===== config.mk =====
export PLATFORM = sky130hd
export DESIGN_NAME = oms_mode_select
export DESIGN_NICKNAME = d
export VERILOG_FILES = /design/src/oms_pkg.sv /design/src/oms_mode_select.sv
export VERILOG_INCLUDE_DIRS = /design/src
export SDC_FILE = /design/constraint.sdc
export NUM_CORES = 1
export LEC_CHECK = 0
export BUFFER_PORTS_ARGS = -buffer_cell sky130_fd_sc_hd__buf_2
export CORE_MARGIN = 10
export CORE_UTILIZATION = 59
export DETAILED_ROUTE_END_ITERATION = 6
export PLACE_DENSITY = 0.83
export SYNTH_ARGS = -nofsm -noshare
export SYNTH_HDL_FRONTEND = slang
export SYNTH_SLANG_ARGS = --single-unit
export TNS_END_PERCENT = 100

===== constraint.sdc =====
create_clock -name i_clk -period 3.99 [get_ports i_clk]
set_input_delay 0.798 -clock i_clk [delete_from_list [all_inputs] [get_ports i_clk]]
set_output_delay 0.798 -clock i_clk [all_outputs]
set_load 0.02 [all_outputs]

===== src/oms_defs.svh =====
`ifndef OMS_DEFS_SVH
`define OMS_DEFS_SVH

// Mode indicator object index
`define OMS_IND_OFFSET        16'h6061
// Mode select object index
`define OMS_SEL_OFFSET        16'h6060
`define OMS_SEL_RESET         8'h00
`define OMS_IND_RESET         8'h00

// Mode value encoding
`define OMS_MODE_NONE         8'h00
`define OMS_MODE_PROF_POS     8'h01
`define OMS_MODE_PLAIN_VEL    8'h02
`define OMS_MODE_PROF_VEL     8'h03
`define OMS_MODE_TORQUE_PROF  8'h04
`define OMS_MODE_HOMING       8'h06
`define OMS_MODE_INTERP_POS   8'h07
`define OMS_MODE_CYC_POS      8'h08
`define OMS_MODE_CYC_VEL      8'h09
`define OMS_MODE_CYC_TORQUE   8'h0A

// Mode change settle time
`define OMS_CHG_TIME_US       2000
`define OMS_CLK_MHZ           20
`define OMS_CHG_CYCLES        (`OMS_CHG_TIME_US * `OMS_CLK_MHZ)

`endif


===== src/oms_pkg.sv =====
`default_nettype none

package oms_pkg;

   typedef enum logic {
      OMS_ST_IDLE,
      OMS_ST_CHANGE
   } oms_state_t;

   // One mode select write from the master
   typedef struct packed {
      logic       wr;
      logic       sdo;
      logic [7:0] val;
   } oms_sel_wr_t;

   // Drive configuration that restricts modes
   typedef struct packed {
      logic full_closed;
      logic tdof_std;
      logic tdof_sync;
      logic ed_std_torque_ok;
      logic ed_sync_old;
   } oms_cfg_t;

endpackage

`default_nettype wire


===== src/oms_mode_select.sv =====
// Overview of operation
// (RQ1) Read-only signed 8-bit indicator shows mode in effect, same encoding.
// (RQ2) Supported: 0,1,3,4,6,8,9,10; values 2,7, negatives, 11 up unsupported.
// (RQ3) A newly written supported value switches the operating mode.
// (RQ4) Master updates mode select and mode cyclic objects together.
// (RQ5) Objects not supported by the new mode are indeterminate afterward.
// (RQ6) Mode change takes about 2 ms; indicator not valid meanwhile.
// (RQ7) Master changes mode only with the motor stopped.
// (RQ8) Select and indicator both zero at enable command raises mode fault; the code raises it only while the indicator is valid.
// (RQ9) Writing zero after a nonzero mode keeps the active mode.
// (RQ10) Writing an unsupported mode value raises the mode fault; the code raises it for non-service writes only.
// (RQ11) Full-closed control: velocity and torque modes raise the mode fault.
// (RQ12) Standard two-degree variant: torque modes fault, unless later edition.
// (RQ13) Sync two-degree variant: velocity modes fault; older edition: torque.
// (RQ14) Mode select resets to zero at power-on.
// (RQ15) Service write of unsupported value is aborted as out of range.
`timescale 1ns/1ps
`default_nettype none
`include "oms_defs.svh"

module oms_mode_select #(
   parameter int unsigned CHG_CYCLES = `OMS_CHG_CYCLES
) (
   // Clock and reset
   input  wire logic               i_clk,
   input  wire logic               i_arst_n,
   // Master writes and power-drive command
   input  wire oms_pkg::oms_sel_wr_t i_sel_wr,
   input  wire logic               i_op_enable_cmd,
   input  wire logic               i_fault_clr,
   // Drive configuration
   input  wire oms_pkg::oms_cfg_t  i_cfg,
   // Mode objects and status
   output logic [7:0]              o_mode_sel,
   output logic [7:0]              o_mode_ind,
   output logic                    o_ind_valid,
   output logic                    o_mode_fault,
   output logic                    o_sdo_abort
);

   localparam int CW = $clog2(CHG_CYCLES + 1);
   localparam logic [CW-1:0] CNT_LAST = CW'(CHG_CYCLES - 1);

   // (RQ2) Supported value decode
   function automatic logic mode_ok(input logic [7:0] v);
      unique case (v)
         `OMS_MODE_NONE, `OMS_MODE_PROF_POS, `OMS_MODE_PROF_VEL,
         `OMS_MODE_TORQUE_PROF, `OMS_MODE_HOMING, `OMS_MODE_CYC_POS,
         `OMS_MODE_CYC_VEL, `OMS_MODE_CYC_TORQUE: mode_ok = 1'b1;
         default: mode_ok = 1'b0;
      endcase
   endfunction

   function automatic logic is_vel(input logic [7:0] v);
      is_vel = (v == `OMS_MODE_PROF_VEL) || (v == `OMS_MODE_CYC_VEL);
   endfunction

   function automatic logic is_trq(input logic [7:0] v);
      is_trq = (v == `OMS_MODE_TORQUE_PROF) || (v == `OMS_MODE_CYC_TORQUE);
   endfunction

   // Combination check against drive configuration
   function automatic logic combo_bad(input logic [7:0] v,
                                      input oms_pkg::oms_cfg_t c);
      logic bad;
      bad = 1'b0;
      // (RQ11) Full-closed limits
      if (c.full_closed && (is_vel(v) || is_trq(v)))
         bad = 1'b1;
      // (RQ12) Standard variant torque
      if (c.tdof_std && !c.ed_std_torque_ok && is_trq(v))
         bad = 1'b1;
      // (RQ13) Sync variant by edition
      if (c.tdof_sync && (c.ed_sync_old ? is_trq(v) : is_vel(v)))
         bad = 1'b1;
      combo_bad = bad;
   endfunction

   logic                rst_s1_r;
   logic                rst_n_r;
   oms_pkg::oms_state_t state_r;
   logic [CW-1:0]       cnt_r;
   logic [7:0]          pend_r;
   logic                unsup;
   logic                bad;
   logic                take;
   logic                op_fault;

   // Reset release through two flops
   always_ff @(posedge i_clk or negedge i_arst_n) begin
      if (!i_arst_n) begin
         rst_s1_r <= 1'b0;
         rst_n_r  <= 1'b0;
      end else begin
         rst_s1_r <= 1'b1;
         rst_n_r  <= rst_s1_r;
      end
   end

   // Write classification
   always_comb begin
      unsup = i_sel_wr.wr && !mode_ok(i_sel_wr.val);
      bad   = i_sel_wr.wr && mode_ok(i_sel_wr.val) &&
              combo_bad(i_sel_wr.val, i_cfg);
      // (RQ9) Zero keeps mode
      // (RQ3) New supported nonzero value
      take  = i_sel_wr.wr && !unsup && !bad &&
              (i_sel_wr.val != `OMS_MODE_NONE) &&
              (i_sel_wr.val != pend_r);
      // (RQ8) Nothing selected at enable
      op_fault = i_op_enable_cmd && (o_mode_sel == `OMS_MODE_NONE) &&
                 (o_mode_ind == `OMS_MODE_NONE) && o_ind_valid;
   end

   // Mode select object
   always_ff @(posedge i_clk or negedge rst_n_r) begin
      if (!rst_n_r) begin
         // (RQ14) Power-on value zero
         o_mode_sel <= `OMS_SEL_RESET;
      end else if (i_sel_wr.wr && !(unsup && i_sel_wr.sdo)) begin
         // (RQ15) Aborted service write not stored
         o_mode_sel <= i_sel_wr.val;
      end
   end

   // Mode change sequencing
   always_ff @(posedge i_clk or negedge rst_n_r) begin
      if (!rst_n_r) begin
         state_r     <= oms_pkg::OMS_ST_IDLE;
         cnt_r       <= '0;
         pend_r      <= `OMS_IND_RESET;
         o_mode_ind  <= `OMS_IND_RESET;
         o_ind_valid <= 1'b1;
      end else if (take) begin
         // (RQ6) Restart settle time
         state_r     <= oms_pkg::OMS_ST_CHANGE;
         cnt_r       <= '0;
         pend_r      <= i_sel_wr.val;
         // (RQ6) Mode indicator not valid
         o_ind_valid <= 1'b0;
      end else begin
         unique case (state_r)
            oms_pkg::OMS_ST_IDLE: begin
               cnt_r <= '0;
            end
            oms_pkg::OMS_ST_CHANGE: begin
               if (cnt_r == CNT_LAST) begin
                  // (RQ1) Indicator takes new mode
                  state_r     <= oms_pkg::OMS_ST_IDLE;
                  o_mode_ind  <= pend_r;
                  o_ind_valid <= 1'b1;
               end else begin
                  cnt_r <= cnt_r + 1'b1;
               end
            end
         endcase
      end
   end

   // Mode fault, set wins over clear
   always_ff @(posedge i_clk or negedge rst_n_r) begin
      if (!rst_n_r) begin
         o_mode_fault <= 1'b0;
      end else if ((unsup && !i_sel_wr.sdo) || bad || op_fault) begin
         // (RQ10) Unsupported or forbidden
         o_mode_fault <= 1'b1;
      end else if (i_fault_clr) begin
         o_mode_fault <= 1'b0;
      end
   end

   // Service abort pulse
   always_ff @(posedge i_clk or negedge rst_n_r) begin
      if (!rst_n_r) begin
         o_sdo_abort <= 1'b0;
      end else begin
         // (RQ15) Out of range answer
         o_sdo_abort <= unsup && i_sel_wr.sdo;
      end
   end

   a_zero_holds: assert property ( // RQ9
      @(posedge i_clk) disable iff (!rst_n_r)
      (i_sel_wr.wr && i_sel_wr.val == `OMS_MODE_NONE && o_ind_valid &&
       state_r == oms_pkg::OMS_ST_IDLE)
      |=> (o_mode_ind == $past(o_mode_ind)) && o_ind_valid)
      else $error("zero write changed active mode");

   a_unsup_fault: assert property ( // RQ10
      @(posedge i_clk) disable iff (!rst_n_r)
      (i_sel_wr.wr && !i_sel_wr.sdo && !mode_ok(i_sel_wr.val))
      |=> o_mode_fault)
      else $error("unsupported mode did not fault");

   a_sdo_abort: assert property ( // RQ15
      @(posedge i_clk) disable iff (!rst_n_r)
      (i_sel_wr.wr && i_sel_wr.sdo && !mode_ok(i_sel_wr.val))
      |=> o_sdo_abort && $stable(o_mode_sel))
      else $error("service write not aborted");

   a_closed_loop: assert property ( // RQ11
      @(posedge i_clk) disable iff (!rst_n_r)
      (i_sel_wr.wr && i_cfg.full_closed &&
       (is_vel(i_sel_wr.val) || is_trq(i_sel_wr.val)))
      |=> o_mode_fault && $stable(pend_r))
      else $error("full-closed combination accepted");

   a_tdof_std: assert property ( // RQ12
      @(posedge i_clk) disable iff (!rst_n_r)
      (i_sel_wr.wr && i_cfg.tdof_std && !i_cfg.ed_std_torque_ok &&
       is_trq(i_sel_wr.val)) |=> o_mode_fault)
      else $error("standard variant torque accepted");

   a_tdof_sync: assert property ( // RQ13
      @(posedge i_clk) disable iff (!rst_n_r)
      (i_sel_wr.wr && i_cfg.tdof_sync && !i_cfg.ed_sync_old &&
       is_vel(i_sel_wr.val)) |=> o_mode_fault)
      else $error("sync variant velocity accepted");

   a_enable_empty: assert property ( // RQ8
      @(posedge i_clk) disable iff (!rst_n_r)
      (i_op_enable_cmd && o_mode_sel == `OMS_MODE_NONE &&
       o_mode_ind == `OMS_MODE_NONE && o_ind_valid) |=> o_mode_fault)
      else $error("enable with no mode did not fault");

   a_change_start: assert property ( // RQ3
      @(posedge i_clk) disable iff (!rst_n_r)
      take |=> !o_ind_valid && pend_r == $past(i_sel_wr.val))
      else $error("mode change not started");

   a_change_done: assert property ( // RQ6
      @(posedge i_clk) disable iff (!rst_n_r)
      $rose(o_ind_valid) |-> $past(cnt_r) == CNT_LAST &&
                             o_mode_ind == pend_r)
      else $error("indicator valid before settle time");

   a_sel_reset: assert property ( // RQ14
      @(posedge i_clk) $rose(rst_n_r) |-> o_mode_sel == `OMS_SEL_RESET)
      else $error("select not zero after reset");

   c_change: cover property (@(posedge i_clk) disable iff (!rst_n_r)
      $rose(o_ind_valid));
   c_fault: cover property (@(posedge i_clk) disable iff (!rst_n_r)
      $rose(o_mode_fault));
   c_abort: cover property (@(posedge i_clk) disable iff (!rst_n_r)
      o_sdo_abort);

endmodule
`default_nettype wire


Word-level counts from Yosys, hierarchy flattened. Memory sizes are Yosys's and may differ from the RTL's. Index checks and enable logic that the tools add are counted.

Bits in registers: 46. Memory bits (read-only): 32. Output and inout bits: 19. Memories kept: 2.

Memories: (name not given) (words 16, bits a word 1, read ports 1, clocked after memory_dff 0, wr ports 0, RTL line oms_mode_select.sv:46) `unique case (v)`; (name not given) (words 16, bits a word 1, read ports 1, clocked after memory_dff 0, wr ports 0, RTL line oms_mode_select.sv:46).

$add $sub $neg: 1. Equal/unequal tests: 7. Muxes and demuxes: 17. Bitwise operators: 2. Reduce and logical (&&, ||, !) cells: 37.

Operators by type and width (number): two-way mux 16 bit (2); one-hot mux 16 bit (2 select lines) (1); logical AND 1 bit (17); adder 16 x 1 -> 16 bit, second input constant (1); == test 16 bit, second input constant (1); == test 8 x 4 -> 1 bit, second input constant (2); logical NOT 8 bit (2); two-way mux 1 bit (14); == test 8 x 2 -> 1 bit, second input constant (1); == test 8 x 3 -> 1 bit, second input constant (1); != test 8 bit (1); nonzero test 8 bit (1); logical NOT 1 bit (6); nonzero test 2 bit (3); logical OR 1 bit (5); logical NOT 4 bit (1); != test 3 bit, second input constant (1); AND reduction 3 bit (1); NOT 1 bit (2); AND reduction 2 bit (1).

Longest topological paths before layout. Gate-level depths: netlist (run 1).

Depth after elaboration: 14. Gate-level depth with buffers: 7.

Least setup slack after synthesis (run 1). No wires, ideal clock.

Kind: in2reg. From: in i_cfg[0] (netlist name). To: reg o_mode_ind[0]. Library setup time: 0.125 ns. Data arrival time: 2.246 ns. Setup slack: 1.619 ns. Stages: 5. Path buffers: 0. Cell sequence: and2b_2 a2111oi_2 nor3_2 o311ai_4 mux2_2.

Word-level cells in the longest chain between the ends: 10.

RTL lines: start: declaration (RTL line oms_mode_select.sv:32) `input wire oms_pkg::oms_cfg_t i_cfg,`; two-way mux 1 bit (RTL line oms_mode_select.sv:74) `if (c.tdof_sync && (c.ed_sync_old ? is_trq(v) : is_vel(v)))`; logical AND 1 bit (RTL line oms_mode_select.sv:74); two-way mux 1 bit (RTL line oms_mode_select.sv:74); logical AND 1 bit (RTL line oms_mode_select.sv:103) `bad = i_sel_wr.wr && mode_ok(i_sel_wr.val) &&`; logical NOT 1 bit (RTL line oms_mode_select.sv:107) `take = i_sel_wr.wr && !unsup && !bad &&`; logical AND 1 bit (3 in series) (RTL line oms_mode_select.sv:107); NOT 1 bit (no line); AND reduction 3 bit (no line); end signal: assignment (RTL line oms_mode_select.sv:132) `` o_mode_ind <= `OMS_IND_RESET; ``; end signal: assignment (RTL line oms_mode_select.sv:150) `o_mode_ind <= pend_r;`; end: declaration (RTL line oms_mode_select.sv:35) `output logic [7:0] o_mode_ind,`.

No other way between the ends. A chain may end at the register's enable or synchronous reset.

Final worst setup path (run 1).
From: in i_sel_wr[3] (netlist name). To: reg o_mode_ind[1].

Word-level cells in the longest chain between the ends: 14.

RTL lines: start: declaration (RTL line oms_mode_select.sv:28) `input wire oms_pkg::oms_sel_wr_t i_sel_wr,`; == test 8 x 2 -> 1 bit (no line), or another cell as far along; logical OR 1 bit (on tied branches) (RTL line oms_mode_select.sv:55, oms_mode_select.sv:59); logical OR 1 bit (RTL line oms_mode_select.sv:68) `if (c.full_closed && (is_vel(v) || is_trq(v)))`; logical AND 1 bit (RTL line oms_mode_select.sv:68); two-way mux 1 bit (RTL line oms_mode_select.sv:68); two-way mux 1 bit (RTL line oms_mode_select.sv:71) `if (c.tdof_std && !c.ed_std_torque_ok && is_trq(v))`; two-way mux 1 bit (RTL line oms_mode_select.sv:74); logical AND 1 bit (RTL line oms_mode_select.sv:103); logical NOT 1 bit (RTL line oms_mode_select.sv:107); logical AND 1 bit (2 in series) (RTL line oms_mode_select.sv:107); logical AND 1 bit * (RTL line oms_mode_select.sv:107); NOT 1 bit (no line) *; AND reduction 3 bit (no line) *.

Every way passes the cells marked *; elsewhere a longest branch is shown, timed or not.

==> impl_metrics.tcl, run 1 <==
set metrics [dict create \
    run_status "completed" \
    max-cap-violations 0 \
    row_count 22 \
    detail_route.iter0.violations 117 \
    synthesis.area_per_instance_um2 11.7 \
    synthSimpleGateAreaFrac 0.178 \
    num_vias 1523 \
    tritoncts_clock_tree "built" \
    timing.final.crit_share 0.602 \
    max_fclk_mhz 416 \
    synth_compound_gate_area_share 0.0798 \
    floorplan.die.width_um 81.2 \
    post-route-util 0.688 \
    fraction_of_synthesized_area_in_multiplexers 0.102 \
    synth.distinct_cells 47 \
    synth_xor_area_frac 0.0831 \
    design.die.area_um2 6600 \
    detailed_place_hpwl_um 3500 \
    via_per_inst 5.52 \
    layout.cells.most_common "dfrtp_1" \
    core_area_um2 3630 \
    rr_endpoint "o_mode_ind[1]$_DFFE_PN0P_" \
    final_clock_skew_ns 0.00866 \
    area.sequential_um2 1150 \
    cts-buffers-inserted 5 \
    path_class "in -> reg" \
    buffer_ports.inserted 37 \
    worst_r2r_startpoint "cnt_r[0]$_DFFE_PN0P_" \
    synthToLayoutAreaGrowth_pct 13.0 \
    number_of_gates_given_a_new_drive_strength_after_cts 0 \
    regToRegSetupSlack_ns 1.84 \
    cts.hold.buffers_added 0 \
    crit_required_ns 4.19 \
    share_of_cells_above_drive_strength_1 0.342 \
    worstSkewPairLatency_ns 0.30 \
    mostFrequentLayoutCells "44 x dfrtp_1, 37 x buf_2, 20 x mux2_2" \
    remaining_number_of_nets_flagged_by_the_antenna_check_after_routing 0 \
    postSynthNetCount 209 \
    setup_failing_eps_final 0 \
    vias_in_the_first_global_route 1587 \
    sequential_cell_area_fraction_in_the_yosys_report 0.521 \
    finish.net_count 247 \
    final-max-slew-violation-count 0 \
    detailedRoute.firstPassIterationCount 4 \
    tns_ns 0 \
    globalRoute.totalOverflow 0 \
    syn_inst 189 \
    synth-seq-cells 46 \
    worstHoldPathType "in -> async" \
    worst_r2r_path_depth 6 \
    postCtsSetupRepairBufs 0 \
    post-route-drc-count 0 \
    worst_margin_slew_ns 0.923 \
    die_extent_in_y_um 81.2 \
    synthArstFlopShare 1.00 \
    total_leakage_power_nw 1.17 \
    worst-endpoint-arrival_ns 2.60 \
    synth_top_family_by_area "simple AND/OR/NAND/NOR gates" \
    clock_path_buffers 2 \
    synth_area_um2 2210 \
    clock-root-buffer "clkbuf_8" \
    htreeDepth 2 \
    insertedDiodeCount 0 \
    gr-usage-all-layers 0.152 \
    multi_input_comb_area_um2 995 \
    timing.max_slew.rel_slack 0.385 \
    io-pin-count 38 \
    synth-adder-area-share 0.00566 \
    synthesis.yosys.warnings 0 \
    total_detailed_routing_wirelength_um 4590 \
    grt_pass1_wl_um 7720 \
    cellPowerDensity_nw_per_um2 392 \
    grt_antenna_before_repair 0 \
    per_cell_routed_wire_length_um 16.6 \
    final_period_minus_worst_setup_slack_ns 2.40 \
    synth_edf_count 0 \
    largest_fanout_on_the_critical_path 12 \
    clk_pin_slew_ns 0.08 \
    grt_start_max_net_pins 45 \
    final.fill_count 305 \
    grt_setup_unrepaired "no" \
    placement.setup.worst_slack_ns 1.26 \
    synthFlopType "dfrtp_1" \
    gpl.final_weighted_congestion 0.864 \
    worst_ir_drop_vdd_mv 0.360 \
    final.setup.worst_slack_ns 1.59 \
    initial_utilization 0.609 \
    finalHoldViolCount 0 \
    crit_start_category "primary input" \
    endpoint_kind "flip-flop" \
    tritoncts_num_sinks 46 \
]
==> metal layers <==
layer / part of all wire / track usage
met1: 0.42 / 0.174
met2: 0.53 / 0.256
met3: 0.045 / 0.0508
met4: 0.0094 / 0.0675
met5: 0 / 0
==> stage by stage <==
step | hold WS [ns] | cells | power, mW | area (µm²)
finish | 0.261 | 276 | 0.981 | 2500
global route | 0.241 | 276 | 1.03 | 2500
CTS | 0.245 | 276 | 0.996 | 2500
detailed placement | 0.340 | 268 | 0.716 | 2410
global placement | 0.336 | 268 | 0.710 | 2410
floorplan | 0.331 | 189 | 0.663 | 2210
==> worst max path at each step <==
stage	from	cells after the start	end	slack [ns]
floorplan	i_cfg[0]	5	o_mode_ind[0]$_DFFE_PN0P_	1.62
global placement	i_sel_wr[7]	5	o_mode_ind[2]$_DFFE_PN0P_	1.34
detailed placement	i_sel_wr[3]	6	o_mode_ind[3]$_DFFE_PN0P_	1.26
CTS	i_sel_wr[3]	6	o_mode_ind[3]$_DFFE_PN0P_	1.60
global route	i_sel_wr[3]	6	o_mode_ind[3]$_DFFE_PN0P_	1.50
finish	i_sel_wr[3]	6	o_mode_ind[1]$_DFFE_PN0P_	1.59
==> registers in the layout, indices dropped and copies added (netlist names) <==
signal and flops:
rst_s1_r 1, o_ind_valid 1, rst_n_r 1, cnt_r 16, o_mode_ind 8, o_mode_sel 8
state_r 1, pend_r 8, o_mode_fault 1, o_sdo_abort 1
==> power by group <==
| part | total (mW) | internal [mW] | leakage (nW) | switching [mW] |
|---|---|---|---|---|
| sequential | 0.550 | 0.506 | 0.605 | 0.0442 |
| clock | 0.277 | 0.124 | 0.0452 | 0.153 |
| combinational | 0.154 | 0.0672 | 0.517 | 0.0866 |
| total | 0.981 | 0.697 | 1.17 | 0.284 |
==> worst max-delay path, cell delays in order <==
cell and delay (ns):
buf_2 0.16, nand2b_1 0.18, a2111oi_2 0.44, nor3_2 0.16, o311ai_4 0.46, mux2_2 0.39
==> final cells by class <==
type,instances,share of cell area
repair buffers,37,0.0741
inverters,5,0.00751
well taps,48,0.0240
clock buffers,6,0.0290
multi-input cells,132,0.398
flip-flops and latches,46,0.462
clock inverters,2,0.00551
==> kinds of logic after synthesis <==
group                    count (synthesis)
multiplexers                            20
flip-flops                              46
AND/OR/NAND/NOR                         70
XOR/XNOR                                21
other                                    1
buffers and inverters                   11
AO/OA/AOI/OAI                           19
adder cells (fa/ha/maj)                  1
==> cells in the mapped netlist (all sizes together) (2+ instances only) <==
master | instances | share of area
dfrtp | 45 | 0.51
mux2 | 20 | 0.10
nor2 | 19 | 0.032
xnor2 | 13 | 0.051
nand2 | 9 | 0.016
nor3 | 8 | 0.025
xor2 | 8 | 0.032
nand3 | 7 | 0.016
nand4 | 6 | 0.017
a21oi | 5 | 0.011
buf | 5 | 0.019
inv | 5 | 0.0085
nor2b | 4 | 0.011
and3 | 3 | 0.0085
nor4 | 3 | 0.0085
o31ai | 3 | 0.019
and4 | 2 | 0.0079
o21ai | 2 | 0.0045
or3 | 2 | 0.0062
No activity file was read; power rests on OpenSTA's default activity.
==> inputs of run 2 (changes only) <==
CORE_UTILIZATION = 55   (was 59)
PLACE_DENSITY = 0.78   (was 0.83)
clock period = 2.3 ns   (was 3.99 ns; I/O delays follow)
==> run 2 against run 1 <==
Net effect: via count grew 1.9%; critical endpoint is now o_mode_sel[6]$_DFFE_PN0P_; critical path type unchanged; worst hold slack lost 0.14 ns; clock-buffer cell count did not move; largest cell class unchanged; largest power group unchanged.
==> impl_metrics.tcl, run 2 (synthesis results as in run 1) <==
set metrics [dict create \
    globalRoute.totalOverflow 0 \
    row_count 22 \
    final.fill_count 278 \
    max-cap-violations 0 \
    critical_path.max_stage_delay_ns 0.42 \
    rr_endpoint "o_mode_ind[0]$_DFFE_PN0P_" \
    path_cells "buf_2 > buf_4 > or3_2 > a21boi_0 > o21ai_0 > nand2_2 > mux2_2" \
    max_fclk_mhz 497 \
    num_vias 1552 \
    crit_required_ns 2.49 \
    worst-endpoint-arrival_ns 2.20 \
    clock-root-buffer "clkbuf_8" \
    final_clock_skew_ns 0.00363 \
    mostFrequentLayoutCells "44 x dfrtp_1, 37 x buf_2, 20 x mux2_2" \
    tritoncts_clock_tree "built" \
    final_period_minus_worst_setup_slack_ns 2.01 \
    tns_ns 0 \
    share_of_cells_above_drive_strength_1 0.370 \
    htreeDepth 2 \
    worst_r2r_startpoint "cnt_r[0]$_DFFE_PN0P_" \
    gr-usage-all-layers 0.135 \
    finish.net_count 257 \
    hold_ws_ns 0.125 \
    floorplan.die.width_um 83.4 \
    gpl.final_weighted_congestion 0.730 \
    synthToLayoutAreaGrowth_pct 19.6 \
    critPathSlowestCell "or3_2" \
    fin_total_pwr_mw 1.97 \
    largest_fanout_on_the_critical_path 11 \
    remaining_number_of_nets_flagged_by_the_antenna_check_after_routing 0 \
    area.sequential_um2 1150 \
    detailed_place_hpwl_um 3440 \
    run_status "completed" \
    grt_antenna_before_repair 0 \
    core_area_um2 3770 \
    place_inst 277 \
    grt_setup_unrepaired "no" \
    placement.setup.worst_slack_ns 0.143 \
    die_extent_in_y_um 83.4 \
    cellPowerDensity_nw_per_um2 743 \
    vias_in_the_first_global_route 1650 \
    cts-buffers-inserted 5 \
    largest_register_ff_count 16 \
    postCtsSetupRepairBufs 0 \
    timing.final.crit_share 0.874 \
    per_cell_routed_wire_length_um 16.0 \
    final_cells 286 \
    io-pin-count 38 \
    crit_start_category "primary input" \
    initial_utilization 0.587 \
    post-route-util 0.701 \
    total_leakage_power_nw 1.25 \
    finalHoldViolCount 0 \
    worst_r2r_path_depth 8 \
    timing.critical_path.from "i_sel_wr[3]" \
    tritoncts_num_sinks 46 \
    total_detailed_routing_wirelength_um 4570 \
    final.setup.worst_slack_ns 0.290 \
    worstSkewPairLatency_ns 0.29 \
    max_flop_register "cnt_r" \
    clk_pin_slew_ns 0.08 \
    setup_failing_eps_final 0 \
    layout.cells.most_common "dfrtp_1" \
    worstHoldPathType "reg -> async" \
    grt_start_max_net_pins 35 \
    path_class "in -> reg" \
    buffer_ports.inserted 37 \
    detailedRoute.firstPassIterationCount 4 \
    crit_buf_inv 2 \
    crit_family "simple AND/OR/NAND/NOR gates" \
    insertedDiodeCount 0 \
    worst_ir_drop_vdd_mv 0.396 \
    regToRegSetupSlack_ns 0.32 \
    clock_path_buffers 2 \
    grt_pass1_wl_um 7960 \
    final-max-slew-violation-count 0 \
    multi_input_comb_area_um2 995 \
    post-route-drc-count 0 \
    design.die.area_um2 6960 \
    detail_route.iter0.violations 51 \
    finished_cell_area_um2 2650 \
    via_per_inst 5.43 \
    endpoint_kind "flip-flop" \
    dpl_cell_area_um2 2490 \
]
## run 2: worst max-delay path by stage
stage	to	slack [ns]	cells past startpoint
2_1_floorplan	o_mode_ind[0]$_DFFE_PN0P_	0.27	5
3_3_place_gp	o_mode_sel[0]$_DFFE_PN0P_	0.14	7
3_5_place_dp	o_mode_ind[0]$_DFFE_PN0P_	0.14	8
4_1_cts	o_mode_sel[3]$_DFFE_PN0P_	0.27	7
5_1_grt	o_mode_sel[3]$_DFFE_PN0P_	0.18	7
6_report	o_mode_sel[6]$_DFFE_PN0P_	0.29	7
## run 2: final cells by class
class | count | share of cell area
clock buffer | 6 | 0.0312
sequential | 46 | 0.436
clock inverter | 2 | 0.0227
multi-input combinational | 132 | 0.376
timing repair buffer | 47 | 0.104
inverter | 5 | 0.00710
tap | 48 | 0.0227
## run 2: what timing repair did
action | in CTS | in global routing
gates resized for setup | 0 | 0
hold buffers | 1 | 0
endpoints found under the hold margin | 2 | 0
## run 2: metal layers
metal  part of all wire  GRT usage
met1               0.42      0.157
met2               0.53      0.233
met3              0.037     0.0420
met4              0.012     0.0378
met5                  0          0
## run 2: worst reg2reg max path: stages (launching register included)
cell	delay [ns]
dfrtp_1	0.39
ha_1	0.21
and4_1	0.25
nand2_1	0.14
nor3_1	0.18
buf_4	0.17
o311ai_4	0.11
buf_12	0.17
mux2_2	0.27
## run 2: power by group
group          internal, mW  switching [mW]
combinational         0.129           0.163
clock                 0.463           0.268
sequential            0.878          0.0649
